--- src/rtl/dio_pkg.sv ---
/*
 dio_pkg: constants, field layouts and carriers for the digital i/o pin logic.
 assumes a 50 MHz system clock and a 32-bit apb register bus.
*/
package dio_pkg;

   // ----------------------------------------
   // geometry
   // ----------------------------------------
   localparam int NPIN = 3;
   localparam int PWM_W = 24;

   // ----------------------------------------
   // register offsets
   // ----------------------------------------
   localparam logic [7:0] CFG_BASE = 8'h00;
   localparam logic [7:0] PER_BASE = 8'h10;
   localparam logic [7:0] DUTY_BASE = 8'h20;
   localparam logic [7:0] STAT_OFF = 8'h30;

   // ----------------------------------------
   // timing
   // ----------------------------------------
   localparam int CLK_MHZ = 50;
   localparam int MIN_LOW_US = 30;
   localparam int MIN_LOW_CYC = MIN_LOW_US * CLK_MHZ;
   localparam int CW = $clog2(MIN_LOW_CYC + 1);

   // ----------------------------------------
   // modes
   // ----------------------------------------
   typedef enum logic [1:0] {
      DIO_FUNC_DEF = 2'b00,
      DIO_FUNC_IN = 2'b01,
      DIO_FUNC_OUT = 2'b10
   } dio_func_e;

   typedef enum logic [1:0] {
      DIO_SEL_FALSE = 2'b00,
      DIO_SEL_TRUE = 2'b01,
      DIO_SEL_PWM = 2'b10
   } dio_sel_e;

   // ----------------------------------------
   // carriers
   // ----------------------------------------
   // cfg word: func [1:0], inv [2], spare [3], sel [5:4]
   typedef struct packed {
      dio_sel_e sel;
      logic spare;
      logic inv;
      dio_func_e func;
   } dio_cfg_s;

   localparam dio_cfg_s CFG_RST = '{sel: DIO_SEL_FALSE, spare: 1'b0, inv: 1'b0, func: DIO_FUNC_DEF};
   localparam logic [PWM_W-1:0] PER_RST = 24'h000000;
   localparam logic [PWM_W-1:0] DUTY_RST = 24'h000000;

   typedef struct packed {
      logic [NPIN-1:0] out;
      logic [NPIN-1:0] oe;
   } dio_pins_s;

endpackage : dio_pkg

--- src/rtl/dio_port.sv ---
/*
 dio_port: three-pin digital i/o port with apb registers, level and pwm outputs,
 protection-clear pulse exchange, protection status and output-state pins.
 assumes pins have an external pull-up; pin inputs pass a two-flop synchronizer to mclk.
*/
`timescale 1ns/10ps
module dio_port
   import dio_pkg::*;
#(
   parameter int PW = PWM_W
) (
   // clock and reset
   input wire logic mclk,
   input wire logic resetn,
   // apb slave
   input wire logic psel,
   input wire logic penable,
   input wire logic pwrite,
   input wire logic [7:0] paddr,
   input wire logic [31:0] pwdata,
   output logic [31:0] prdata,
   output logic pready,
   output logic pslverr,
   // instrument state
   input wire logic prot_active,
   input wire logic out_on,
   output logic prot_clear,
   // terminal pins
   input wire logic [NPIN-1:0] pin_in,
   output dio_pins_s pins
);

   // ----------------------------------------
   // state
   // ----------------------------------------
   typedef struct packed {
      dio_cfg_s [NPIN-1:0] cfg;
      logic [NPIN-1:0][PW-1:0] per;
      logic [NPIN-1:0][PW-1:0] duty;
      logic [NPIN-1:0][PW-1:0] pcnt;
      logic [NPIN-1:0] s1;
      logic [NPIN-1:0] s2;
      logic [CW-1:0] rxc;
      logic [CW-1:0] txc;
      logic on_prev;
      logic clr;
      dio_pins_s pins;
      logic [31:0] rdata;
   } dio_st_s;

   localparam logic [CW-1:0] MIN_C = CW'(MIN_LOW_CYC);

   dio_st_s r;
   dio_st_s next_r;
   logic [NPIN-1:0] sensed;
   logic hit;
   logic [31:0] rd;

   function automatic logic [7:0] adr(input logic [7:0] b, input int i);
      adr = b + 8'(4 * i);
   endfunction : adr

   // ----------------------------------------
   // sensed values and read mux
   // ----------------------------------------
   always_comb begin
      for (int i = 0; i < NPIN; i++) begin
         sensed[i] = r.s2[i] ^ r.cfg[i].inv;
      end
   end

   always_comb begin
      hit = 1'b0;
      rd = 32'h00000000;
      if (paddr == STAT_OFF) begin
         hit = 1'b1;
         rd = {26'h0, r.txc != '0, out_on, prot_active, sensed};
      end
      for (int i = 0; i < NPIN; i++) begin
         if (paddr == adr(CFG_BASE, i)) begin
            hit = 1'b1;
            rd = 32'(r.cfg[i]);
         end
         if (paddr == adr(PER_BASE, i)) begin
            hit = 1'b1;
            rd = 32'(r.per[i]);
         end
         if (paddr == adr(DUTY_BASE, i)) begin
            hit = 1'b1;
            rd = 32'(r.duty[i]);
         end
      end
   end

   assign pready = psel & penable;
   assign pslverr = psel & penable & ~hit;
   assign prdata = r.rdata;
   assign prot_clear = r.clr;
   assign pins = r.pins;

   // ----------------------------------------
   // next state
   // ----------------------------------------
   always_comb begin
      logic v;
      logic lvl;
      logic oe;
      logic act;
      v = 1'b0;
      lvl = 1'b1;
      oe = 1'b0;
      act = 1'b0;
      next_r = r;
      next_r.s1 = pin_in;
      next_r.s2 = r.s1;
      next_r.on_prev = out_on;
      next_r.clr = 1'b0;

      // apb: data captured in setup, writes at access
      if (psel && !penable) begin
         next_r.rdata = rd;
      end
      if (psel && penable && pwrite) begin
         for (int i = 0; i < NPIN; i++) begin
            if (paddr == adr(CFG_BASE, i)) begin
               next_r.cfg[i] = dio_cfg_s'(pwdata[5:0]);
               next_r.cfg[i].spare = 1'b0;
            end
            if (paddr == adr(PER_BASE, i)) begin
               next_r.per[i] = pwdata[PW-1:0];
            end
            if (paddr == adr(DUTY_BASE, i)) begin
               next_r.duty[i] = pwdata[PW-1:0];
            end
         end
      end

      // pin one pulse receiver
      act = ~sensed[0];
      if (r.cfg[0].func == DIO_FUNC_DEF && r.txc == '0 && act) begin
         if (r.rxc != MIN_C) begin
            next_r.rxc = r.rxc + 1'b1;
         end
         if (r.rxc == MIN_C - 1'b1 && prot_active) begin
            next_r.clr = 1'b1;
         end
      end else begin
         next_r.rxc = '0;
      end

      // pin one pulse sender
      if (r.txc != '0) begin
         next_r.txc = r.txc - 1'b1;
      end else if (r.cfg[0].func == DIO_FUNC_DEF && out_on && !r.on_prev && !prot_active) begin
         next_r.txc = MIN_C;
      end

      // pin drivers
      for (int i = 0; i < NPIN; i++) begin
         if (r.cfg[i].func == DIO_FUNC_OUT && r.cfg[i].sel == DIO_SEL_PWM && r.per[i] != '0) begin
            if (r.pcnt[i] >= r.per[i] - 1'b1) begin
               next_r.pcnt[i] = '0;
            end else begin
               next_r.pcnt[i] = r.pcnt[i] + 1'b1;
            end
         end else begin
            next_r.pcnt[i] = '0;
         end
         v = 1'b0;
         oe = 1'b0;
         case (r.cfg[i].func)
            DIO_FUNC_OUT: begin
               oe = 1'b1;
               case (r.cfg[i].sel)
                  DIO_SEL_TRUE: v = 1'b1;
                  DIO_SEL_PWM: v = r.per[i] != '0 && r.pcnt[i] < r.duty[i];
                  default: v = 1'b0;
               endcase
            end
            DIO_FUNC_DEF: begin
               if (i == 0) begin
                  oe = r.txc != '0;
                  v = oe;
               end else if (i == 1) begin
                  oe = 1'b1;
                  v = prot_active;
               end else begin
                  oe = 1'b1;
                  v = out_on;
               end
            end
            default: begin
               oe = 1'b0;
               v = 1'b0;
            end
         endcase
         lvl = ~v ^ r.cfg[i].inv;
         next_r.pins.oe[i] = oe;
         next_r.pins.out[i] = oe ? lvl : 1'b1;
      end
   end

   always_ff @(posedge mclk or negedge resetn) begin
      if (!resetn) begin
         r <= '0;
         r.cfg <= {NPIN{CFG_RST}};
         r.per <= {NPIN{PER_RST}};
         r.duty <= {NPIN{DUTY_RST}};
         r.s1 <= '1;
         r.s2 <= '1;
         r.on_prev <= 1'b0;
         r.pins.out <= '1;
      end else begin
         r <= next_r;
      end
   end

   // ----------------------------------------
   // checks
   // ----------------------------------------
   logic [CW:0] txlen;

   always_ff @(posedge mclk or negedge resetn) begin
      if (!resetn) begin
         txlen <= '0;
      end else if (pins.oe[0] && r.cfg[0].func == DIO_FUNC_DEF) begin
         txlen <= txlen + 1'b1;
      end else begin
         txlen <= '0;
      end
   end
endmodule : dio_port

--- config.mk ---
export PLATFORM = sky130hd
export DESIGN_NAME = dio_port
export DESIGN_NICKNAME = d
export VERILOG_FILES = /design/src/rtl/dio_pkg.sv /design/src/rtl/dio_port.sv
export SDC_FILE = /design/constraint.sdc
export NUM_CORES = 1
export LEC_CHECK = 0
export ABC_CLOCK_PERIOD_IN_PS = 5420
export BUFFER_PORTS_ARGS = -buffer_cell sky130_fd_sc_hd__buf_2
export CORE_MARGIN = 2
export CORE_UTILIZATION = 30
export CTS_CLUSTER_SIZE = 14
export DETAILED_ROUTE_END_ITERATION = 10
export SETUP_SLACK_MARGIN = 0.3
export SYNTH_ARGS = -nofsm -noshare
export SYNTH_HDL_FRONTEND = slang
export SYNTH_SLANG_ARGS = --single-unit
--- constraint.sdc ---
create_clock -name mclk -period 5.42 [get_ports mclk]
set_input_delay 0.542 -clock mclk [delete_from_list [all_inputs] [get_ports mclk]]
set_output_delay 0.542 -clock mclk [all_outputs]
set_load 0.03 [all_outputs]
==> metrics, run 1 <==
outcome=finished, violations left; failing checks=negative hold slack; final setup vio count=0; Num CTS Buffers=36; drt first pass iters=7; critical path class=reg -> reg; first-pass GRT wire length=87.02 mm; Clock Path Buffers=3; CTS Hold Buffers Added=0; Yosys cell types=73; worst hold slack=-0.02001 ns; PortBufs=74; P_leak=9.943 nW; Chip Height=250.3 um; Mapped Avg Cell Area=9.856 um^2; worst-margin pin slew=1.011 ns; sw frac=0.2694; Reg clk slew, reported paths=0.06 ns; Ys Warns=0; post-CTS sizing=0; CTS root buf=clkbuf_16; most common cell after layout, fill and taps aside=dfrtp_1; RSZ-0062 raised after global routing=false; internal power=0.003877 W; total negative slack=0 ns; WL final=56.35 mm; combinational share of power=0.108; Initial Util=0.3026; htree depth=2; relative slew slack=0.3260; FF/Latch Area=7293 um^2; post-synthesis async set-or-reset flop share=1.000; DIE AREA=62,640 um^2; cell row count=90; GRT Overall Usage=0.1786; top cell type's share of synthesized area=0.3878; drt first-iter violations=1,244; largest net degree at the start of global routing=144; vias per cell=5.439; top cells by area, synth=dfrtp_1 (39%), ha_1 (11%), mux2_2 (8.4%), xnor2_1 (3.8%), xor2_1 (3.4%); area of the multi-input gates=9997 um^2; synthesized cell area=18,190 um^2; Die X-Extent=250.3 um; proportion of layout cells with a drive suffix above 1=0.1701; number of setup buffers added after CTS=0; Filler Cell Count=6,075; Critical Path RT=5.84 ns; GP Congestion=0.9215; Max-Cap Viols=0; post-synthesis sequential area ratio=0.4008; commonest register cell after synthesis=dfrtp_1; Psw=0.001430 W; Highest Clock Rate=0.2357 GHz; Flop pwr share=0.436; IR drop worst, VDD=0.0002345 V; post-layout power=0.005307 W; hold crit path type=in -> async; Seq cells post-synth=291; final worst path period share=0.7828; post-detail-place hpwl=41.56 mm; R2R depth=11; Clock Latency Late Sink=0.56 ns; DRC viols=0; crit end category=register; EDFF count, synth=0; startpoint types=register; clock skew=0.02243 ns; CORE AREA=60,130 um^2; Worst Path Max Fanout=24; power per cell area=259.9 nW/um^2; number of routed nets with antenna violations=0; Final Max Tran Viols=0; synth-to-layout area growth=12.21%; Vias=14,630; CP Data Arrival Time=4.67 ns; Final min period=4.243 ns; Top Ports=91; TritonCTS clock tree=built; # nets final=2,087; cell count after synthesis=1,846; area leader, netlist=dfrtp_1; GRT overflow=0; commonest cells after routing, fill and taps aside=dfrtp_1 (282), ha_1 (159), nand2_1 (144); Routed WL per cell=20.95 um; vias in the first global route=14,410; Clock power frac=0.457; antenna violations before repair=7; endpoints failing hold=7; # clock sinks=291
cell usage after synthesis (4+ instances only):
library cell  count
nand3_1          59
buf_2             5
nor2_1           88
nand2b_1         18
o2111ai_1         5
xor2_1           70
a21oi_1          86
dfstp_2           9
or4_1             8
mux2i_1           8
ha_1            159
o211ai_1          6
clkbuf_1         58
and4_1            5
a222oi_1         17
mux2_2          136
buf_1             9
or3_1            19
a22oi_1          22
a2bb2oi_1         4
a31oi_1           4
buf_4            38
nor2b_1          13
nor4_1           71
a221oi_1          5
nor3_1           56
a21o_1           50
nand4_1          37
dfrtp_1         282
and3_1           20
or4_4             4
o21ai_0          75
nand2_1         144
xnor2_1          79
inv_1           105
a211oi_1         12
o32a_1            4
per-stage QoR:
stage,cells,setup slack (ns),util,area (um^2)
6_report,2690,1.177,0.3395,20420
5_1_grt,2689,0.6775,0.3395,20410
4_1_cts,2687,1.222,0.3394,20410
3_5_place_dp,2622,1.238,0.3198,19230
3_3_place_gp,2622,1.384,0.3198,19230
2_1_floorplan,1853,1.660,-,18220
sequential cells by signal, indices dropped and copies added, names as in the netlist:
name and flops:
r 257, prdata 24, pins 6, next_r 3
prot_clear 1
worst paths after layout:
path / start / endpoint / slack [ns]
min in group mclk: pin_in[2] / next_r[64] / 0.09
worst max-delay path: r[266] / r[129] / 1.18
worst max register to register: r[266] / r[129] / 1.18
max in group asynchronous: resetn / r[44] / 4.02
worst min-delay path: resetn / r[137] / -0.02
worst min register to register: next_r[62] / r[62] / 0.36
layer usage:
metal | routed length, um | vias to the layer above | track usage
met5 | 13 | - | 0
met4 | 2128 | 2 | 0.07938
met2 | 25160 | 496 | 0.2731
met3 | 3813 | 106 | 0.02837
met1 | 25240 | 7288 | 0.2488
li1 | - | 6738 | -
power groups by stage:
stage               Sequential (W)  Clock (W)  Combinational, W
floorplan                  0.00233          0          0.000387
global placement           0.00235          0          0.000556
detailed placement         0.00235          0          0.000570
CTS                        0.00231    0.00248          0.000574
global route               0.00232    0.00257          0.000639
finish                     0.00231    0.00242          0.000571
cells by family after synthesis:
kind of cell	count (synthesis)	synth area share
simple gates	562	0.1580
compound gates	325	0.1188
flops	291	0.4008
buf+inv	215	0.05254
fa+ha+maj	159	0.1093
xor+xnor	149	0.07172
mux	144	0.08857
other cells	1	0.0002061
area by class of cell:
cell class                 instances  share of cell area
multi-input combinational       1347              0.4897
sequential                       291              0.3572
clock buffer                      48             0.04927
tap                              782             0.04793
timing repair buffer              97             0.02770
inverter                         105             0.01931
clock inverter                    17            0.008519
antenna                            3           0.0003677
worst max-delay path, cell delays in order (launching register included):
cell	delay, ns
dfrtp_1	0.47
or3_1	0.37
nor3_1	0.42
nand4_1	0.35
nor3_1	0.30
xnor2_1	0.15
ha_1	0.27
a21o_1	0.18
a21o_1	0.17
a211oi_1	0.22
nand3_1	0.68
nor4_1	0.51
Note: power is estimated with default switching activity, not from simulation.
==> inputs of run 2 (changes only) <==
--- a/config.mk
+++ b/config.mk
@@ -5,7 +5,7 @@
 export SDC_FILE = /design/constraint.sdc
 export NUM_CORES = 1
 export LEC_CHECK = 0
-export ABC_CLOCK_PERIOD_IN_PS = 5420
+export ABC_CLOCK_PERIOD_IN_PS = 3610
 export BUFFER_PORTS_ARGS = -buffer_cell sky130_fd_sc_hd__buf_2
 export CORE_MARGIN = 2
 export CORE_UTILIZATION = 30
==> constraint.sdc (replaced) <==
create_clock -name mclk -period 3.61 [get_ports mclk]
set_input_delay 0.361 -clock mclk [delete_from_list [all_inputs] [get_ports mclk]]
set_output_delay 0.361 -clock mclk [all_outputs]
set_load 0.03 [all_outputs]
==> run 2 against run 1 <==
  * The run ends with negative setup slack left
  * Fmax rose by 14%
  * Sequential cell count did not move
  * Routed wire length rose by 2.1%
  * Count of clock-buffer cells in the layout rose by 5
  * Clock skew rose by 0.014 ns
  * Sequential share of layout area fell by 3.5 points
  * Combinational power rose by 80%
  * Utilization rose by 3.7 points
  * Sequential power rose by 50%
  * Clock power rose by 42%
  * Critical endpoint is now r[115]
  * Largest cell class unchanged
==> metrics, run 2 (synthesized netlist as in run 1, its figures left out) <==
P_leak=10.70 nW (was 9.943 nW); proportion of layout cells with a drive suffix above 1=0.2629 (was 0.1701); post-layout power=0.007946 W (was 0.005307 W); worst-margin pin slew=1.127 ns (was 1.011 ns); hold crit path type=in -> reg (was in -> async); startpoint types=register (unchanged); htree depth=2 (unchanged); Highest Clock Rate=0.2685 GHz (was 0.2357 GHz); Critical Path RT=4.09 ns (was 5.84 ns); power per cell area=351.1 nW/um^2 (was 259.9 nW/um^2); most flop-heavy register=r (unchanged); first-pass GRT wire length=86.66 mm (was 87.02 mm); Clock Latency Late Sink=0.57 ns (was 0.56 ns); combinational share of power=0.130 (was 0.108); final worst path period share=1.032 (was 0.7828); WP buf/inv=2 (was 0); Final Max Tran Viols=0 (unchanged); number of routed nets with antenna violations=0 (unchanged); CORE AREA=60,130 um^2 (unchanged); Slowest-stage cell, CP=or4_4 (was nand3_1); worst hold slack=0.04990 ns (was -0.02001 ns); sw frac=0.2688 (was 0.2694); PortBufs=74 (unchanged); Max-Cap Viols=0 (unchanged); most common cell after layout, fill and taps aside=dfrtp_1 (unchanged); failing checks=negative setup slack (was negative hold slack); Filler Cell Count=5,871 (was 6,075); max reg flops=257 (unchanged); RSZ-0062 raised after global routing=true (was false); antenna violations before repair=8 (was 7); outcome=finished, violations left (unchanged); vias per cell=5.448 (was 5.439); clock skew=0.03637 ns (was 0.02243 ns); Reg clk slew, reported paths=0.06 ns (about the same); drt first-iter violations=1,239 (was 1,244); area of the multi-input gates=11,140 um^2 (was 9997 um^2); Flop pwr share=0.437 (was 0.436); GP Congestion=0.9143 (was 0.9215); commonest cells after routing, fill and taps aside=dfrtp_1 (278), ha_1 (158), mux2_2 (136) (was dfrtp_1 (282), ha_1 (159), nand2_1 (144)); Initial Util=0.3026 (unchanged); Die X-Extent=250.3 um (unchanged); Routed WL per cell=20.61 um (was 20.95 um); Clock power frac=0.433 (was 0.457); GRT Overall Usage=0.1769 (was 0.1786); DRC viols=0 (unchanged); # nets final=2,194 (was 2,087); crit end category=register (unchanged); relative slew slack=0.2488 (was 0.3260); WL final=57.54 mm (was 56.35 mm); internal power=0.005810 W (was 0.003877 W); drt first pass iters=6 (was 7); vias in the first global route=14,950 (was 14,410); dpl ws=-0.05241 ns (was 1.238 ns); Worst Path Max Fanout=6 (was 24); final setup vio count=24 (was 0); post-detail-place hpwl=40.67 mm (was 41.56 mm); delay-heaviest family, CP=simple AND/OR/NAND/NOR gates (unchanged); largest net degree at the start of global routing=109 (was 144); Psw=0.002136 W (was 0.001430 W); synth-to-layout area growth=24.40% (was 12.21%); Vias=15,210 (was 14,630); # clock sinks=291 (unchanged); endpoints failing hold=0 (was 7); Num CTS Buffers=36 (unchanged); Clock Path Buffers=3 (unchanged); Top Ports=91 (unchanged); Final min period=3.725 ns (was 4.243 ns); cell row count=90 (unchanged); CP Data Arrival Time=4.20 ns (was 4.67 ns); critical-path cell list=or4_4, or3_4, nor3_4, nand2b_1, buf_4, nor2_2, xnor2_1, ha_1, a21o_1, a21o_1, a21oi_2, buf_4, o211ai_1, a31o_2, a21oi_2 (was or3_1, nor3_1, nand4_1, nor3_1, xnor2_1, ha_1, a21o_1, a21o_1, a211oi_1, nand3_1, nor4_1); Chip Height=250.3 um (unchanged); critical path class=reg -> reg (unchanged); crit-path max cell delay=0.55 ns (was 0.68 ns); IR drop worst, VDD=0.0002786 V (was 0.0002345 V); TritonCTS clock tree=built (unchanged); FF/Latch Area=7298 um^2 (was 7293 um^2); Worst Slack Setup Final=-0.1148 ns (was 1.177 ns); CTS root buf=clkbuf_16 (unchanged); DIE AREA=62,640 um^2 (unchanged); GRT overflow=0 (unchanged)
## run 2: cell type report
class / instances / area share
Sequential cell: 291 / 0.3224
Tap cell: 782 / 0.04323
Multi-Input combinational cell: 1349 / 0.4921
Inverter: 105 / 0.01741
Clock buffer: 53 / 0.04439
Timing Repair Buffer: 202 / 0.07634
Clock inverter: 8 / 0.003814
Antenna cell: 2 / 0.0002211
## run 2: timing repair
| item | 4_1_cts | 5_1_grt |
|---|---|---|
| pin swaps | 41 | 52 |
| endpoints found under the setup margin | 72 | 72 |
| resized for setup | 119 | 91 |
| hold buffers | 4 | 0 |
| buffers inserted | 26 | 18 |
| gates cloned | 10 | 7 |
| hold endpoints to repair | 57 | 0 |
## run 2: metrics by stage
| step | setup TNS (ns) | util | std cells | cell area [um^2] |
|---|---|---|---|---|
| 2_1_floorplan | 0 | - | 1853 | 18290 |
| 3_3_place_gp | 0 | 0.3267 | 2664 | 19650 |
| 3_5_place_dp | -0.9370 | 0.3267 | 2664 | 19650 |
| 4_1_cts | 0 | 0.3639 | 2765 | 21880 |
| 5_1_grt | -6.680 | 0.3764 | 2791 | 22630 |
| 6_report | -1.676 | 0.3764 | 2792 | 22630 |
## run 2: per-layer routing
| layer | global-route usage | up-vias | part of all wire |
|---|---|---|---|
| met5 | 0 | - | 0.00089 |
| met2 | 0.2762 | 552 | 0.45 |
| li1 | - | 6935 | - |
| met3 | 0.03596 | 148 | 0.068 |
| met1 | 0.2337 | 7569 | 0.43 |
| met4 | 0.08606 | 8 | 0.048 |
## run 2: power by group through the flow
stage	clock network, W	registers [W]	logic (W)
2_1_floorplan	0	0.00350	0.000586
3_3_place_gp	0	0.00352	0.000865
3_5_place_dp	0	0.00352	0.000898
4_1_cts	0.00352	0.00347	0.000982
5_1_grt	0.00363	0.00348	0.00114
6_report	0.00344	0.00347	0.00103
## run 2: worst paths after layout
kind                             from     end  slack, ns  cells after the start
setup / recovery               r[247]  r[115]      -0.11                     15
min in group asynchronous      resetn  r[127]       0.36                      2
hold reg to reg            next_r[62]   r[62]       0.36                      0
max in group asynchronous      resetn   r[42]       2.21                      3
setup reg to reg               r[247]  r[115]      -0.11                     15
hold / removal                 out_on   r[39]       0.05                      1
